## src/core/dur_pkg.sv

```systemverilog
// Shared constants and types for the dual channel register select block.
// Assumes one core clock; host bus pins are asynchronous to it.
package dur_pkg;
  // Register addresses within a channel
  localparam logic [2:0] DUR_A_0 = 3'h0;
  localparam logic [2:0] DUR_A_1 = 3'h1;
  localparam logic [2:0] DUR_A_2 = 3'h2;
  localparam logic [2:0] DUR_A_3 = 3'h3;
  localparam logic [2:0] DUR_A_4 = 3'h4;
  localparam logic [2:0] DUR_A_5 = 3'h5;
  localparam logic [2:0] DUR_A_6 = 3'h6;
  localparam logic [2:0] DUR_A_7 = 3'h7;
  // Bank keys and field positions
  localparam logic [7:0] DUR_LC_ENH_KEY  = 8'hbf;
  localparam int         DUR_LC_DIV_BIT  = 7;
  localparam int         DUR_FT_SWAP_BIT = 6;
  localparam int         DUR_FT_MODE_BIT = 7;
  localparam int         DUR_AF_CONC_BIT = 0;
  localparam int         DUR_RX_CLR_BIT  = 1;
  localparam int         DUR_TX_CLR_BIT  = 2;
  localparam int         DUR_CHANNELS    = 2;
  localparam logic [6:0] DUR_FIFO_DEPTH  = 7'h40;
  localparam logic [6:0] DUR_LVL_ZERO    = 7'h00;
  localparam logic [7:0] DUR_BYTE_ZERO   = 8'h00;
  // Identity codes: values are arbitrary
  localparam logic [7:0] DUR_REV_CODE    = 8'h01;
  localparam logic [7:0] DUR_DEV_ID      = 8'h5c;
  // Register bank selected by the line control value alone
  typedef enum logic [1:0] {
    DUR_BANK_STD = 2'b00,
    DUR_BANK_DIV = 2'b01,
    DUR_BANK_ENH = 2'b11
  } dur_bank_t;
  // Host bus pins as one sampled word
  typedef struct packed {
    logic       cs_n;
    logic       channel_pick;
    logic [2:0] addr;
    logic       rd_n;
    logic       wr_n;
    logic [7:0] data;
  } dur_host_bus_t;
  localparam dur_host_bus_t DUR_BUS_IDLE = '{cs_n: 1'b1, channel_pick: 1'b0,
    addr: 3'h0, rd_n: 1'b1, wr_n: 1'b1, data: 8'h00};
  // Writable state of one channel
  typedef struct packed {
    logic [7:0] line_control;
    logic [7:0] interrupt_enable;
    logic [7:0] fifo_control;
    logic [7:0] modem_control;
    logic [7:0] scratch_pad;
    logic [7:0] divisor_low;
    logic [7:0] divisor_high;
    logic [7:0] alternate_function;
    logic [7:0] fifo_trigger_level;
    logic [7:0] feature_control;
    logic [7:0] enhanced_function;
    logic [7:0] enhanced_mode_select;
    logic [7:0] xon_char_1;
    logic [7:0] xon_char_2;
    logic [7:0] xoff_char_1;
    logic [7:0] xoff_char_2;
  } dur_chan_regs_t;
  localparam dur_chan_regs_t DUR_REGS_RST = '{line_control: 8'h00,
    interrupt_enable: 8'h00, fifo_control: 8'h00, modem_control: 8'h00,
    scratch_pad: 8'hff, divisor_low: 8'h00, divisor_high: 8'h00,
    alternate_function: 8'h00, fifo_trigger_level: 8'h00,
    feature_control: 8'h00, enhanced_function: 8'h00,
    enhanced_mode_select: 8'h80, xon_char_1: 8'h00, xon_char_2: 8'h00,
    xoff_char_1: 8'h00, xoff_char_2: 8'h00};
  // Read-only status supplied by the channel's serial logic
  typedef struct packed {
    logic [7:0] rx_holding;
    logic [7:0] interrupt_status;
    logic [7:0] line_status;
    logic [7:0] modem_status;
  } dur_chan_status_t;
endpackage

```

## src/core/dur_sync.sv

```systemverilog
// Two flip-flop synchroniser, one per bit.
// Assumes inputs are asynchronous levels; reset value per bit given.
`timescale 1ns/10ps
module dur_sync #(
  parameter int                 WIDTH = 1,
  parameter logic [WIDTH-1:0]   RST   = '0
) (
  // Clock and control
  input  wire logic             clk_in,
  input  wire logic             reset_n_in,
  input  wire logic             clk_en_in,
  // Data
  input  wire logic [WIDTH-1:0] d_in,
  output logic      [WIDTH-1:0] q_out
);
  for (genvar b = 0; b < WIDTH; b++) begin : g_bit
    logic s1_q;
    logic s2_q;
    // First stage feeds only the second
    always_ff @(posedge clk_in) begin
      if (!reset_n_in) begin
        s1_q <= RST[b];
        s2_q <= RST[b];
      end else if (clk_en_in) begin
        s1_q <= d_in[b];
        s2_q <= s1_q;
      end
    end
    assign q_out[b] = s2_q;
  end
endmodule // dur_sync

```

## src/core/dur_level_count.sv

```systemverilog
// Receive and transmit FIFO fill counters with a selectable view.
// Assumes push, pop and clear are one-cycle pulses on the core clock.
`timescale 1ns/10ps
module dur_level_count (
  // Clock and control
  input  wire logic       clk_in,
  input  wire logic       reset_n_in,
  input  wire logic       clk_en_in,
  // Events
  input  wire logic       rx_push_in,
  input  wire logic       rx_pop_in,
  input  wire logic       rx_clr_in,
  input  wire logic       tx_push_in,
  input  wire logic       tx_pop_in,
  input  wire logic       tx_clr_in,
  input  wire logic       tx_view_in,
  // Level
  output logic      [7:0] level_out
);
  logic [6:0] rx_q, rx_d, tx_q, tx_d;

  // Saturating up/down count; clear has priority
  function automatic logic [6:0] step(input logic [6:0] c, input logic up,
                                      input logic dn, input logic clr);
    logic [6:0] n;
    n = c;
    if (clr) begin
      n = dur_pkg::DUR_LVL_ZERO;
    end else if (up && !dn && c != dur_pkg::DUR_FIFO_DEPTH) begin
      n = c + 7'h01;
    end else if (dn && !up && c != dur_pkg::DUR_LVL_ZERO) begin
      n = c - 7'h01;
    end
    return n;
  endfunction

  // Next counts
  always_comb begin
    rx_d = step(rx_q, rx_push_in, rx_pop_in, rx_clr_in);
    tx_d = step(tx_q, tx_push_in, tx_pop_in, tx_clr_in);
  end

  // Count registers
  always_ff @(posedge clk_in) begin
    if (!reset_n_in) begin
      rx_q <= dur_pkg::DUR_LVL_ZERO;
      tx_q <= dur_pkg::DUR_LVL_ZERO;
    end else if (clk_en_in) begin
      rx_q <= rx_d;
      tx_q <= tx_d;
    end
  end

  assign level_out = {1'b0, tx_view_in ? tx_q : rx_q};
endmodule // dur_level_count

```

## src/core/dur_reg_select.sv

```systemverilog
// Register select and bank decode for both channels of the dual UART.
// Assumes an asynchronous parallel host bus on pins; serial logic on the
// core clock supplies status and FIFO events and consumes the settings.
`timescale 1ns/10ps
module dur_reg_select (
  // Clock, reset and enable
  input  wire logic                       core_clk_in,
  input  wire logic                       reset_n_in,
  input  wire logic                       clk_en_in,
  // Host bus pins
  input  wire logic                       host_cs_n_in,
  input  wire logic                       channel_pick_in,
  input  wire logic [2:0]                 host_addr_in,
  input  wire logic                       host_rd_n_in,
  input  wire logic                       host_wr_n_in,
  input  wire logic [7:0]                 host_data_in,
  output logic      [7:0]                 host_data_out,
  output logic                            host_data_oe_out,
  // Per channel status and FIFO events from serial logic
  input  wire dur_pkg::dur_chan_status_t  status_in [2],
  input  wire logic [1:0]                 rx_push_in,
  input  wire logic [1:0]                 tx_pop_in,
  // Per channel settings and strobes to serial logic
  output dur_pkg::dur_chan_regs_t         cfg_out [2],
  output logic      [1:0]                 tx_load_out,
  output logic      [1:0]                 rx_take_out,
  output logic      [1:0]                 fifo_ctl_load_out,
  output logic      [7:0]                 wr_data_out
);
  dur_pkg::dur_host_bus_t bus_raw, bus_s, bus_q;
  dur_pkg::dur_chan_regs_t regs_q [2];
  logic [7:0] rd_mux [2];
  logic       wr_end, rd_end, rd_act;
  logic [7:0] rdata_q, rdata_d, wdat_q, wdat_d;
  logic       oe_q, oe_d;
  logic       concurrent;

  assign bus_raw = '{cs_n: host_cs_n_in, channel_pick: channel_pick_in,
                     addr: host_addr_in, rd_n: host_rd_n_in,
                     wr_n: host_wr_n_in, data: host_data_in};

  // Pin synchroniser for the whole host bus
  dur_sync #(
    .WIDTH ($bits(dur_pkg::dur_host_bus_t)),
    .RST   (dur_pkg::DUR_BUS_IDLE)
  ) u_sync (
    .clk_in     (core_clk_in),
    .reset_n_in (reset_n_in),
    .clk_en_in  (clk_en_in),
    .d_in       (bus_raw),
    .q_out      (bus_s)
  );

  // Strobe ends: writes and read side effects act as the strobe releases
  assign wr_end = !bus_q.cs_n && !bus_q.wr_n && bus_s.wr_n;
  assign rd_end = !bus_q.cs_n && !bus_q.rd_n && bus_s.rd_n;
  assign rd_act = !bus_s.cs_n && !bus_s.rd_n;
  assign concurrent = regs_q[0].alternate_function[dur_pkg::DUR_AF_CONC_BIT];

  for (genvar ch = 0; ch < dur_pkg::DUR_CHANNELS; ch++) begin : g_chan
    dur_pkg::dur_chan_regs_t r_d;
    dur_pkg::dur_bank_t      bank;
    logic [7:0]              level;
    logic                    picked, wr_hit, rd_hit;
    logic                    swap, div_zero;
    logic                    txl_d, txl_q, take_d, take_q, fcl_d, fcl_q;
    logic                    rx_clr, tx_clr;

    assign picked  = bus_q.channel_pick == 1'(ch);
    // Concurrent write lets one write reach both channels
    assign wr_hit  = wr_end && (picked || concurrent);
    assign rd_hit  = rd_end && picked;
    assign swap    = regs_q[ch].feature_control[dur_pkg::DUR_FT_SWAP_BIT];
    assign div_zero = regs_q[ch].divisor_low == dur_pkg::DUR_BYTE_ZERO &&
                      regs_q[ch].divisor_high == dur_pkg::DUR_BYTE_ZERO;

    // Bank from the current line control value
    always_comb begin
      if (regs_q[ch].line_control == dur_pkg::DUR_LC_ENH_KEY) begin
        bank = dur_pkg::DUR_BANK_ENH;
      end else if (regs_q[ch].line_control[dur_pkg::DUR_LC_DIV_BIT]) begin
        bank = dur_pkg::DUR_BANK_DIV;
      end else begin
        bank = dur_pkg::DUR_BANK_STD;
      end
    end

    // Read data for this channel at the current address
    always_comb begin
      rd_mux[ch] = status_in[ch].line_status;
      if (bus_s.addr == dur_pkg::DUR_A_3) begin
        rd_mux[ch] = regs_q[ch].line_control;
      end else if (bank == dur_pkg::DUR_BANK_ENH) begin
        case (bus_s.addr)
          dur_pkg::DUR_A_0: rd_mux[ch] = level;
          dur_pkg::DUR_A_1: rd_mux[ch] = regs_q[ch].feature_control;
          dur_pkg::DUR_A_2: rd_mux[ch] = regs_q[ch].enhanced_function;
          dur_pkg::DUR_A_4: rd_mux[ch] = regs_q[ch].xon_char_1;
          dur_pkg::DUR_A_5: rd_mux[ch] = regs_q[ch].xon_char_2;
          dur_pkg::DUR_A_6: rd_mux[ch] = regs_q[ch].xoff_char_1;
          default:          rd_mux[ch] = regs_q[ch].xoff_char_2;
        endcase
      end else if (bus_s.addr == dur_pkg::DUR_A_0) begin
        if (bank == dur_pkg::DUR_BANK_STD) begin
          rd_mux[ch] = status_in[ch].rx_holding;
        end else if (div_zero) begin
          rd_mux[ch] = dur_pkg::DUR_REV_CODE;
        end else begin
          rd_mux[ch] = regs_q[ch].divisor_low;
        end
      end else if (bus_s.addr == dur_pkg::DUR_A_1) begin
        if (bank == dur_pkg::DUR_BANK_STD) begin
          rd_mux[ch] = regs_q[ch].interrupt_enable;
        end else if (div_zero) begin
          rd_mux[ch] = dur_pkg::DUR_DEV_ID;
        end else begin
          rd_mux[ch] = regs_q[ch].divisor_high;
        end
      end else if (bus_s.addr == dur_pkg::DUR_A_2) begin
        if (bank == dur_pkg::DUR_BANK_DIV) begin
          rd_mux[ch] = regs_q[ch].alternate_function;
        end else begin
          rd_mux[ch] = status_in[ch].interrupt_status;
        end
      end else if (bus_s.addr == dur_pkg::DUR_A_4) begin
        rd_mux[ch] = regs_q[ch].modem_control;
      end else if (bus_s.addr == dur_pkg::DUR_A_6) begin
        rd_mux[ch] = status_in[ch].modem_status;
      end else if (bus_s.addr == dur_pkg::DUR_A_7) begin
        if (swap) begin
          rd_mux[ch] = level;
        end else begin
          rd_mux[ch] = regs_q[ch].scratch_pad;
        end
      end
    end

    // Next register values from a committed write
    always_comb begin
      r_d    = regs_q[ch];
      txl_d  = 1'b0;
      fcl_d  = 1'b0;
      take_d = rd_hit && bank == dur_pkg::DUR_BANK_STD &&
               bus_q.addr == dur_pkg::DUR_A_0;
      if (wr_hit) begin
        if (bus_q.addr == dur_pkg::DUR_A_3) begin
          r_d.line_control = bus_q.data;
        end else if (bank == dur_pkg::DUR_BANK_ENH) begin
          case (bus_q.addr)
            dur_pkg::DUR_A_0: r_d.fifo_trigger_level = bus_q.data;
            dur_pkg::DUR_A_1: r_d.feature_control = bus_q.data;
            dur_pkg::DUR_A_2: r_d.enhanced_function = bus_q.data;
            dur_pkg::DUR_A_4: r_d.xon_char_1 = bus_q.data;
            dur_pkg::DUR_A_5: r_d.xon_char_2 = bus_q.data;
            dur_pkg::DUR_A_6: r_d.xoff_char_1 = bus_q.data;
            default:          r_d.xoff_char_2 = bus_q.data;
          endcase
        end else if (bus_q.addr == dur_pkg::DUR_A_0) begin
          if (bank == dur_pkg::DUR_BANK_DIV) begin
            r_d.divisor_low = bus_q.data;
          end else begin
            txl_d = 1'b1;
          end
        end else if (bus_q.addr == dur_pkg::DUR_A_1) begin
          if (bank == dur_pkg::DUR_BANK_DIV) begin
            r_d.divisor_high = bus_q.data;
          end else begin
            r_d.interrupt_enable = bus_q.data;
          end
        end else if (bus_q.addr == dur_pkg::DUR_A_2) begin
          if (bank == dur_pkg::DUR_BANK_DIV) begin
            r_d.alternate_function = bus_q.data;
          end else begin
            r_d.fifo_control = bus_q.data;
            fcl_d = 1'b1;
          end
        end else if (bus_q.addr == dur_pkg::DUR_A_4) begin
          r_d.modem_control = bus_q.data;
        end else if (bus_q.addr == dur_pkg::DUR_A_7) begin
          if (swap) begin
            r_d.enhanced_mode_select = bus_q.data;
          end else begin
            r_d.scratch_pad = bus_q.data;
          end
        end
      end
    end

    // Channel registers and strobes
    always_ff @(posedge core_clk_in) begin
      if (!reset_n_in) begin
        regs_q[ch] <= dur_pkg::DUR_REGS_RST;
        txl_q      <= 1'b0;
        take_q     <= 1'b0;
        fcl_q      <= 1'b0;
      end else if (clk_en_in) begin
        regs_q[ch] <= r_d;
        txl_q      <= txl_d;
        take_q     <= take_d;
        fcl_q      <= fcl_d;
      end
    end

    // FIFO resets requested through the FIFO control write
    assign rx_clr = fcl_q && regs_q[ch].fifo_control[dur_pkg::DUR_RX_CLR_BIT];
    assign tx_clr = fcl_q && regs_q[ch].fifo_control[dur_pkg::DUR_TX_CLR_BIT];

    // FIFO level seen through both the enhanced and swapped views
    dur_level_count u_level (
      .clk_in     (core_clk_in),
      .reset_n_in (reset_n_in),
      .clk_en_in  (clk_en_in),
      .rx_push_in (rx_push_in[ch]),
      .rx_pop_in  (take_q),
      .rx_clr_in  (rx_clr),
      .tx_push_in (txl_q),
      .tx_pop_in  (tx_pop_in[ch]),
      .tx_clr_in  (tx_clr),
      .tx_view_in (regs_q[ch].feature_control[dur_pkg::DUR_FT_MODE_BIT]),
      .level_out  (level)
    );

    assign cfg_out[ch]           = regs_q[ch];
    assign tx_load_out[ch]       = txl_q;
    assign rx_take_out[ch]       = take_q;
    assign fifo_ctl_load_out[ch] = fcl_q;
  end

  // Bus-side next values: read data, drive enable, write data
  always_comb begin
    rdata_d = rdata_q;
    oe_d    = rd_act;
    wdat_d  = wdat_q;
    if (rd_act) begin
      rdata_d = rd_mux[bus_s.channel_pick];
    end
    if (wr_end) begin
      wdat_d = bus_q.data;
    end
  end

  // Bus-side registers and previous synchronised bus word
  always_ff @(posedge core_clk_in) begin
    if (!reset_n_in) begin
      bus_q   <= dur_pkg::DUR_BUS_IDLE;
      rdata_q <= dur_pkg::DUR_BYTE_ZERO;
      oe_q    <= 1'b0;
      wdat_q  <= dur_pkg::DUR_BYTE_ZERO;
    end else if (clk_en_in) begin
      bus_q   <= bus_s;
      rdata_q <= rdata_d;
      oe_q    <= oe_d;
      wdat_q  <= wdat_d;
    end
  end

  assign host_data_out    = rdata_q;
  assign host_data_oe_out = oe_q;
  assign wr_data_out      = wdat_q;
endmodule // dur_reg_select

```

## config.mk

```make
export PLATFORM = sky130hd
export DESIGN_NAME = dur_reg_select
export DESIGN_NICKNAME = d
export VERILOG_FILES = /design/src/core/dur_pkg.sv /design/src/core/dur_sync.sv /design/src/core/dur_level_count.sv /design/src/core/dur_reg_select.sv
export SDC_FILE = /design/constraint.sdc
export NUM_CORES = 1
export LEC_CHECK = 0
export BUFFER_PORTS_ARGS = -buffer_cell sky130_fd_sc_hd__buf_2
export CORE_UTILIZATION = 50
export CTS_BUF_LIST = sky130_fd_sc_hd__clkbuf_16
export CTS_CLUSTER_DIAMETER = 50
export DETAILED_ROUTE_END_ITERATION = 16
export GPL_ROUTABILITY_DRIVEN = 1
export GPL_TIMING_DRIVEN = 0
export PLACE_DENSITY = 0.74
export SKIP_CTS_REPAIR_TIMING = 1
export SLEW_MARGIN = 20
export SYNTH_ARGS = -nofsm -noshare
export SYNTH_HDL_FRONTEND = slang
export SYNTH_SLANG_ARGS = --single-unit
```

## constraint.sdc

```tcl
create_clock -name core_clk_in -period 3.2 [get_ports core_clk_in]
set_clock_uncertainty 0.2 [all_clocks]
set_input_delay 0.32 -clock core_clk_in [delete_from_list [all_inputs] [get_ports core_clk_in]]
set_output_delay 0.32 -clock core_clk_in [all_outputs]
set_load 0.01 [all_outputs]
```

==> results.tsv, run 1 <==
stage	metric	value	unit
run_status	status	finished clean	
layout	Reg area	9610	um2
critical_path	Max stage delay cell, worst path	nor2_2	
route	detailed router's first-iteration violation count	1725	
route	Vias/cell	6.38	
synth	Mapped Area	16500	um2
floorplan	die height	184	um
placement	dpl cells	2244	
placement	GPL Wtd Cong	1.03	
clocking	CTS root buf	clkbuf_16	
critical_path	Setup crit end kind	flip-flop	
critical_path	worst path required time	3.17	ns
route	Routed WL	69100	um
synth	post-synthesis net count	1555	
placement	DPL Wire Length	51900	um
floorplan	io pins	365	
synth	post-synthesis mux area share	7.30	%
worst_hold_path	Hold WC Path Type	in -> reg	
grt	initial antenna violation count	2	
synth	Synth Area in Compound Gates	14.2	%
timing	Min Hold Slack	0.0367	ns
synth	largest family of logic cells by synthesized area	compound AO/OA/AOI/OAI gates	
route	Remaining DRCs	0	
timing	Fmax	314	MHz
grt	vias in the first global route	14100	
synth	Synth Register Bits	352	
layout	area delta synth->final	24.6	%
synth	sequential fraction of the synthesis area	58.1	%
timing	final setup vio count	0	
critical_path	worst-path cell chain	nand4b_1, nor3_4, buf_2, a21oi_1, nor2_2	
route	post-DR wirelength/cell	29.6	um
critical_path	crit start category	flip-flop	
synth	Most used DFF post-synth	edfxtp_1	
placement	Post-DP Area	18900	um2
synth	post-synth top area share	46.5	%
floorplan	die area	33800	um2
synth	Mean Syn Cell Area	11.5	um2
placement	Port Buf Inserts	363	
route	Routed Antenna Nets	0	
pwr	P_leak	8.47	nW
clocking	clock sink count	352	
synth	Synth cell types	89	
synth	Synth Area in Simple Gates	12.5	%
timing	Hold Vio Cnt, Final	0	
clocking	worst skew pair latency	0.54	ns
layout	nets@finish	1980	
pwr	Peak VDD IR	0.000488	V
grt	largest net degree at the start of global routing	16	
clocking	clock buffer count from CTS	41	
synth	adder-cell share of the synthesized area	2.66	%
critical_path	arrival time worst endpoint	3.15	ns
layout	footprint of the multi-input gates	6440	um2
floorplan	Initial Utilization	50.9	%
critical_path	CP peak stage delay	0.59	ns
grt	first-pass GRT wire length	95500	um
layout	commonest non-fill, non-tap cells in the layout	buf_2 (387), edfxtp_1 (256), nand2_1 (117)	
critical_path	worst-path fanout max	10	
critical_path	critical path type	reg -> reg	
timing	period utilization	99.6	%
grt	GRT Total Usage	40.3	%
layout	Non-Filler Instances	2338	
synth	yosys warns	0	
grt	Congestion Overflow GR	0	
floorplan	chip width	184	um
floorplan	core footprint	32500	um2
route	routed via count	14900	
synth	cells after synthesis	1437	
layout	Fillers	2742	
floorplan	row cnt	66	
timing	Final Max Slew Viols	0	
layout	most common cell after layout, fill and taps aside	buf_2	
route	Pre-Repair DR Iteration Count	5	
clocking	clock buffer depth	3	
layout	share of post-route cells with drive strength above 1	29.1	%
layout	Final Core Density	63.4	%
layout	final instance area	20600	um2
synth	post-synthesis xor/xnor area fraction	1.27	%
timing	post-layout minimum cycle time	3.19	ns
synth	number of flops mapped to enable cells by yosys	256	
timing	Worst-Margin Slew	1.29	ns
clocking	CTS tree	built	
timing	Rel. slew slack	14.1	%
pwr	total power	12.2	mW
synth	top cells by area, synth	edfxtp_1 (46%), dfxtp_1 (12%), mux2i_1 (5.3%)	
clocking	clock-pin slew on the worst setup and hold paths	0.06	ns
clocking	htree depth	2	
pwr	pwr dens	589	nW/um2
synth	Synth area leader	edfxtp_1	
synth	fraction of registers with async set/reset	0	%
run	MaxCap Viol Count	0	
## where the power goes
group          internal [mW]  switching, mW  total [mW]
combinational          0.807           1.27        2.08
clock                   2.74           1.94        4.68
sequential              5.14          0.252        5.39
## synth_stat cells (7+ instances only)
master / n
dfxtp_1: 96
edfxtp_1: 256
o211ai_1: 18
o221ai_1: 9
nor2b_1: 20
o22ai_1: 11
o21ai_0: 65
mux2i_1: 88
and3_1: 18
ha_1: 28
xnor2_1: 11
buf_4: 14
nand3_1: 35
nand2b_1: 23
a31oi_1: 20
a211oi_1: 21
mux2_2: 13
clkbuf_1: 51
inv_1: 37
nand2_1: 117
a21oi_1: 107
a211o_1: 10
nor3_1: 24
a221oi_1: 8
nor4_1: 7
or3_1: 17
xor2_1: 13
a21o_1: 12
buf_2: 24
and2_1: 9
nor2_1: 114
## metrics by stage
step	TNS, ns	worst slack, ns
final	0	0.0121
after global routing	-0.213	-0.0301
after floorplan	0	0.324
after global placement	-102.02	-1.13
after detailed placement	-92.35	-0.783
after CTS	-31.37	-0.426
## area by class of cell
type	count	share of cell area, %
sequential	352	46.6
multi-input combinational	948	31.2
timing repair buffer	383	9.72
clock buffer	42	5.09
tap	442	2.68
buffer	98	2.52
clock inverter	33	1.46
inverter	38	0.691
antenna	2	0.0243
## kinds of logic after synthesis
| group | after synthesis |
|---|---|
| XOR/XNOR | 24 |
| flip-flops | 352 |
| AND/OR/NAND/NOR | 421 |
| buffers and inverters | 137 |
| multiplexers | 111 |
| adder cells (fa/ha/maj) | 33 |
| AO/OA/AOI/OAI | 359 |
## metal layers
layer  global-route usage, %  share of wire [%]  up-vias
met5                       0                  0        -
met4                    19.0                4.8        0
met3                    13.2                 14      214
met2                    61.3                 45     1181
met1                    51.9                 37     7282
li1                        -                  -     6236
## path summary, 6_finish.rpt
path                   from                to  slack, ns  depth (start not counted)
max          regs_q[1][126]     regs_q[1][17]       0.01                          5
max reg2reg  regs_q[1][126]     regs_q[1][17]       0.01                          5
min           status_in[56]  host_data_out[0]       0.04                          4
min reg2reg  wr_data_out[4]    wr_data_out[4]       0.26                          2
## critical path, delay by kind of cell (launching register included)
kind                   cells  cell delay [ns]
buffers and inverters      1             0.32
AND/OR/NAND/NOR            3             1.41
AO/OA/AOI/OAI              1             0.38
flip-flops                 1             0.50
## flip-flops by register name, indices dropped and copies added, names as in the netlist
signal               count
u_sync.g_bit.s2_q       15
g_chan.u_level.rx_q     14
bus_q                   14
g_chan.txl_q             2
host_data_out            8
host_data_oe_out         1
g_chan.u_level.tx_q     14
u_sync.g_bit.s1_q       15
g_chan.picked            1
g_chan.fcl_q             2
g_chan.take_q            2
regs_q                 256
wr_data_out              8
(Power assumes the default switching activity.)
==> inputs of run 2 (changes only) <==
--- a/config.mk
+++ b/config.mk
@@ -5,7 +5,7 @@
 export SDC_FILE = /design/constraint.sdc
 export NUM_CORES = 1
 export LEC_CHECK = 0
-export BUFFER_PORTS_ARGS = -buffer_cell sky130_fd_sc_hd__buf_2
+export BUFFER_PORTS_ARGS = -buffer_cell sky130_fd_sc_hd__buf_4
 export CORE_UTILIZATION = 50
 export CTS_BUF_LIST = sky130_fd_sc_hd__clkbuf_16
 export CTS_CLUSTER_DIAMETER = 50
==> run 2 against run 1 <==
Compared with the run above:
- the run now ends with setup timing left
- flip-flop and latch count did not move
- power rose by 2.1%
- die area did not move
- global-route usage rose by 0.40 points
- critical path depth is 1 lower
- fmax decreased by 0.94%
- largest cell class unchanged
- largest power group unchanged
==> results.tsv, run 2 (synthesized netlist as in run 1, its figures left out) <==
stage	metric	value	unit
layout	area delta synth->final	29.9	%
run	MaxCap Viol Count	0	
grt	vias in the first global route	14000	
clocking	htree depth	2	
clocking	CTS tree	built	
timing	Rel. slew slack	26.1	%
route	Routed Antenna Nets	0	
pwr	Combinational Power Share	17.3	%
run_status	status	finished with violations	
timing	RSZ-0062 raised after global routing	yes	
pwr	pwr dens	577	nW/um2
timing	final setup vio count	15	
route	Vias/cell	6.36	
timing	Worst-Margin Slew	1.11	ns
pwr	share of power burned in registers	43.9	%
placement	dpl cells	2243	
timing	Hold Vio Cnt, Final	0	
layout	Fillers	2565	
layout	largest reg by FF count	regs_q	
worst_hold_path	Hold WC Path Type	in -> reg	
pwr	P_leak	8.72	nW
layout	top flop regs	regs_q x256, u_sync.g_bit.s1_q x15, u_sync.g_bit.s2_q x15	
pwr	Internal	8.82	mW
floorplan	io pins	365	
route	Pre-Repair DR Iteration Count	5	
layout	nets@finish	1980	
layout	commonest non-fill, non-tap cells in the layout	buf_4 (378), edfxtp_1 (256), nand2_1 (117)	
clocking	clock sink count	352	
critical_path	arrival time worst endpoint	3.20	ns
layout	most common cell after layout, fill and taps aside	buf_4	
floorplan	core footprint	32500	um2
floorplan	die height	184	um
floorplan	row cnt	66	
route	post-DR wirelength/cell	29.9	um
layout	Largest register FFs	256	
grt	largest net degree at the start of global routing	16	
critical_path	worst path required time	3.18	ns
layout	share of post-route cells with drive strength above 1	28.4	%
pwr	Clock Power Share	38.8	%
grt	GRT Total Usage	40.7	%
critical_path	crit start category	flip-flop	
placement	DPL Wire Length	52500	um
timing	post-layout minimum cycle time	3.22	ns
route	detailed router's first-iteration violation count	1949	
timing	period utilization	101	%
floorplan	chip width	184	um
timing	Fmax	311	MHz
placement	GPL Wtd Cong	1.02	
route	routed via count	14900	
clocking	worst skew pair latency	0.57	ns
layout	Non-Filler Instances	2339	
critical_path	Setup crit end kind	flip-flop	
floorplan	die area	33800	um2
pwr	Peak VDD IR	0.000424	V
run_status	failing checks	setup timing	
layout	Final Core Density	66.1	%
floorplan	Initial Utilization	50.9	%
route	Remaining DRCs	0	
clocking	clock buffer depth	3	
route	Routed WL	69800	um
grt	initial antenna violation count	3	
clocking	clock-pin slew on the worst setup and hold paths	0.06	ns
placement	Port Buf Inserts	363	
pwr	Sw Ratio	28.9	%
critical_path	critical path type	reg -> reg	
clocking	clock buffer count from CTS	43	
clocking	CTS root buf	clkbuf_16	
grt	Congestion Overflow GR	0	
timing	Final Max Slew Viols	0	
grt	first-pass GRT wire length	97100	um
critical_path	worst-path fanout max	9	
timing	worst setup margin	-0.0183	ns
pwr	NetSw	3.58	mW
-- run 2: cell types whose count changed in the layout (fill, tap and decap cells not counted), moves of 5 or more --
cell / previous run / this run
clkinvlp_4: 5 / 0
buf_4: 19 / 378
nor2_1: 103 / 113
buf_2: 387 / 24
nor2_2: 12 / 2
a21oi_1: 94 / 99
-- run 2: worst paths after layout --
kind,from,to,slack (ns),cells past startpoint
max,regs_q[1][126],regs_q[1][104],-0.02,4
min,status_in[22],host_data_out[6],0.001,4
max reg2reg,regs_q[1][126],regs_q[1][104],-0.02,4
min reg2reg,wr_data_out[5],wr_data_out[5],0.26,2
-- run 2: power groups by stage --
stage / registers, mW / logic, mW / clock network [mW]
global route: 5.45 / 2.31 / 4.99
finish: 5.45 / 2.14 / 4.82
floorplan: 5.46 / 1.23 / 0
CTS: 5.43 / 2.06 / 4.80
global placement: 5.52 / 2.02 / 0
detailed placement: 5.52 / 2.05 / 0
-- run 2: worst max-delay path, cell delays in order, from the launching register on --
cell	delay, ns
edfxtp_1	0.50
nand4b_1	0.44
o21ai_1	0.79
a21oi_1	0.17
nor2_1	0.74
-- run 2: final cells by class --
type / instances / area [um2] / share of cell area [%]
multi-input combinational: 948 / 6380 / 29.7
sequential: 352 / 9610 / 44.7
clock buffer: 44 / 1100 / 5.12
antenna: 1 / 2.50 / 0.0116
timing repair buffer: 380 / 2900 / 13.5
inverter: 38 / 143 / 0.663
clock inverter: 35 / 295 / 1.37
tap: 442 / 553 / 2.57
buffer: 99 / 515 / 2.40
-- run 2: stage by stage --
stage	TNS, ns	power [mW]	setup slack, ns	hold WS, ns	instance area, um2
2_1_floorplan	0	6.69	0.324	0.241	16500
3_3_place_gp	-101.91	7.53	-1.02	0.253	19800
3_5_place_dp	-129.46	7.57	-0.874	0.253	19900
4_1_cts	-27.76	12.3	-0.401	-0.233	21200
5_1_grt	-1.57	12.8	-0.0815	0.0416	21500
6_report	-0.157	12.4	-0.0183	0.00124	21500
-- run 2: per-layer routing --
layer	wire length, um	track usage, %	vias up
li1	-	-	6260
met1	26800	55.4	7240
met2	32000	62.7	1188
met3	8430	9.73	197
met4	2650	15.8	2
met5	10	0	-
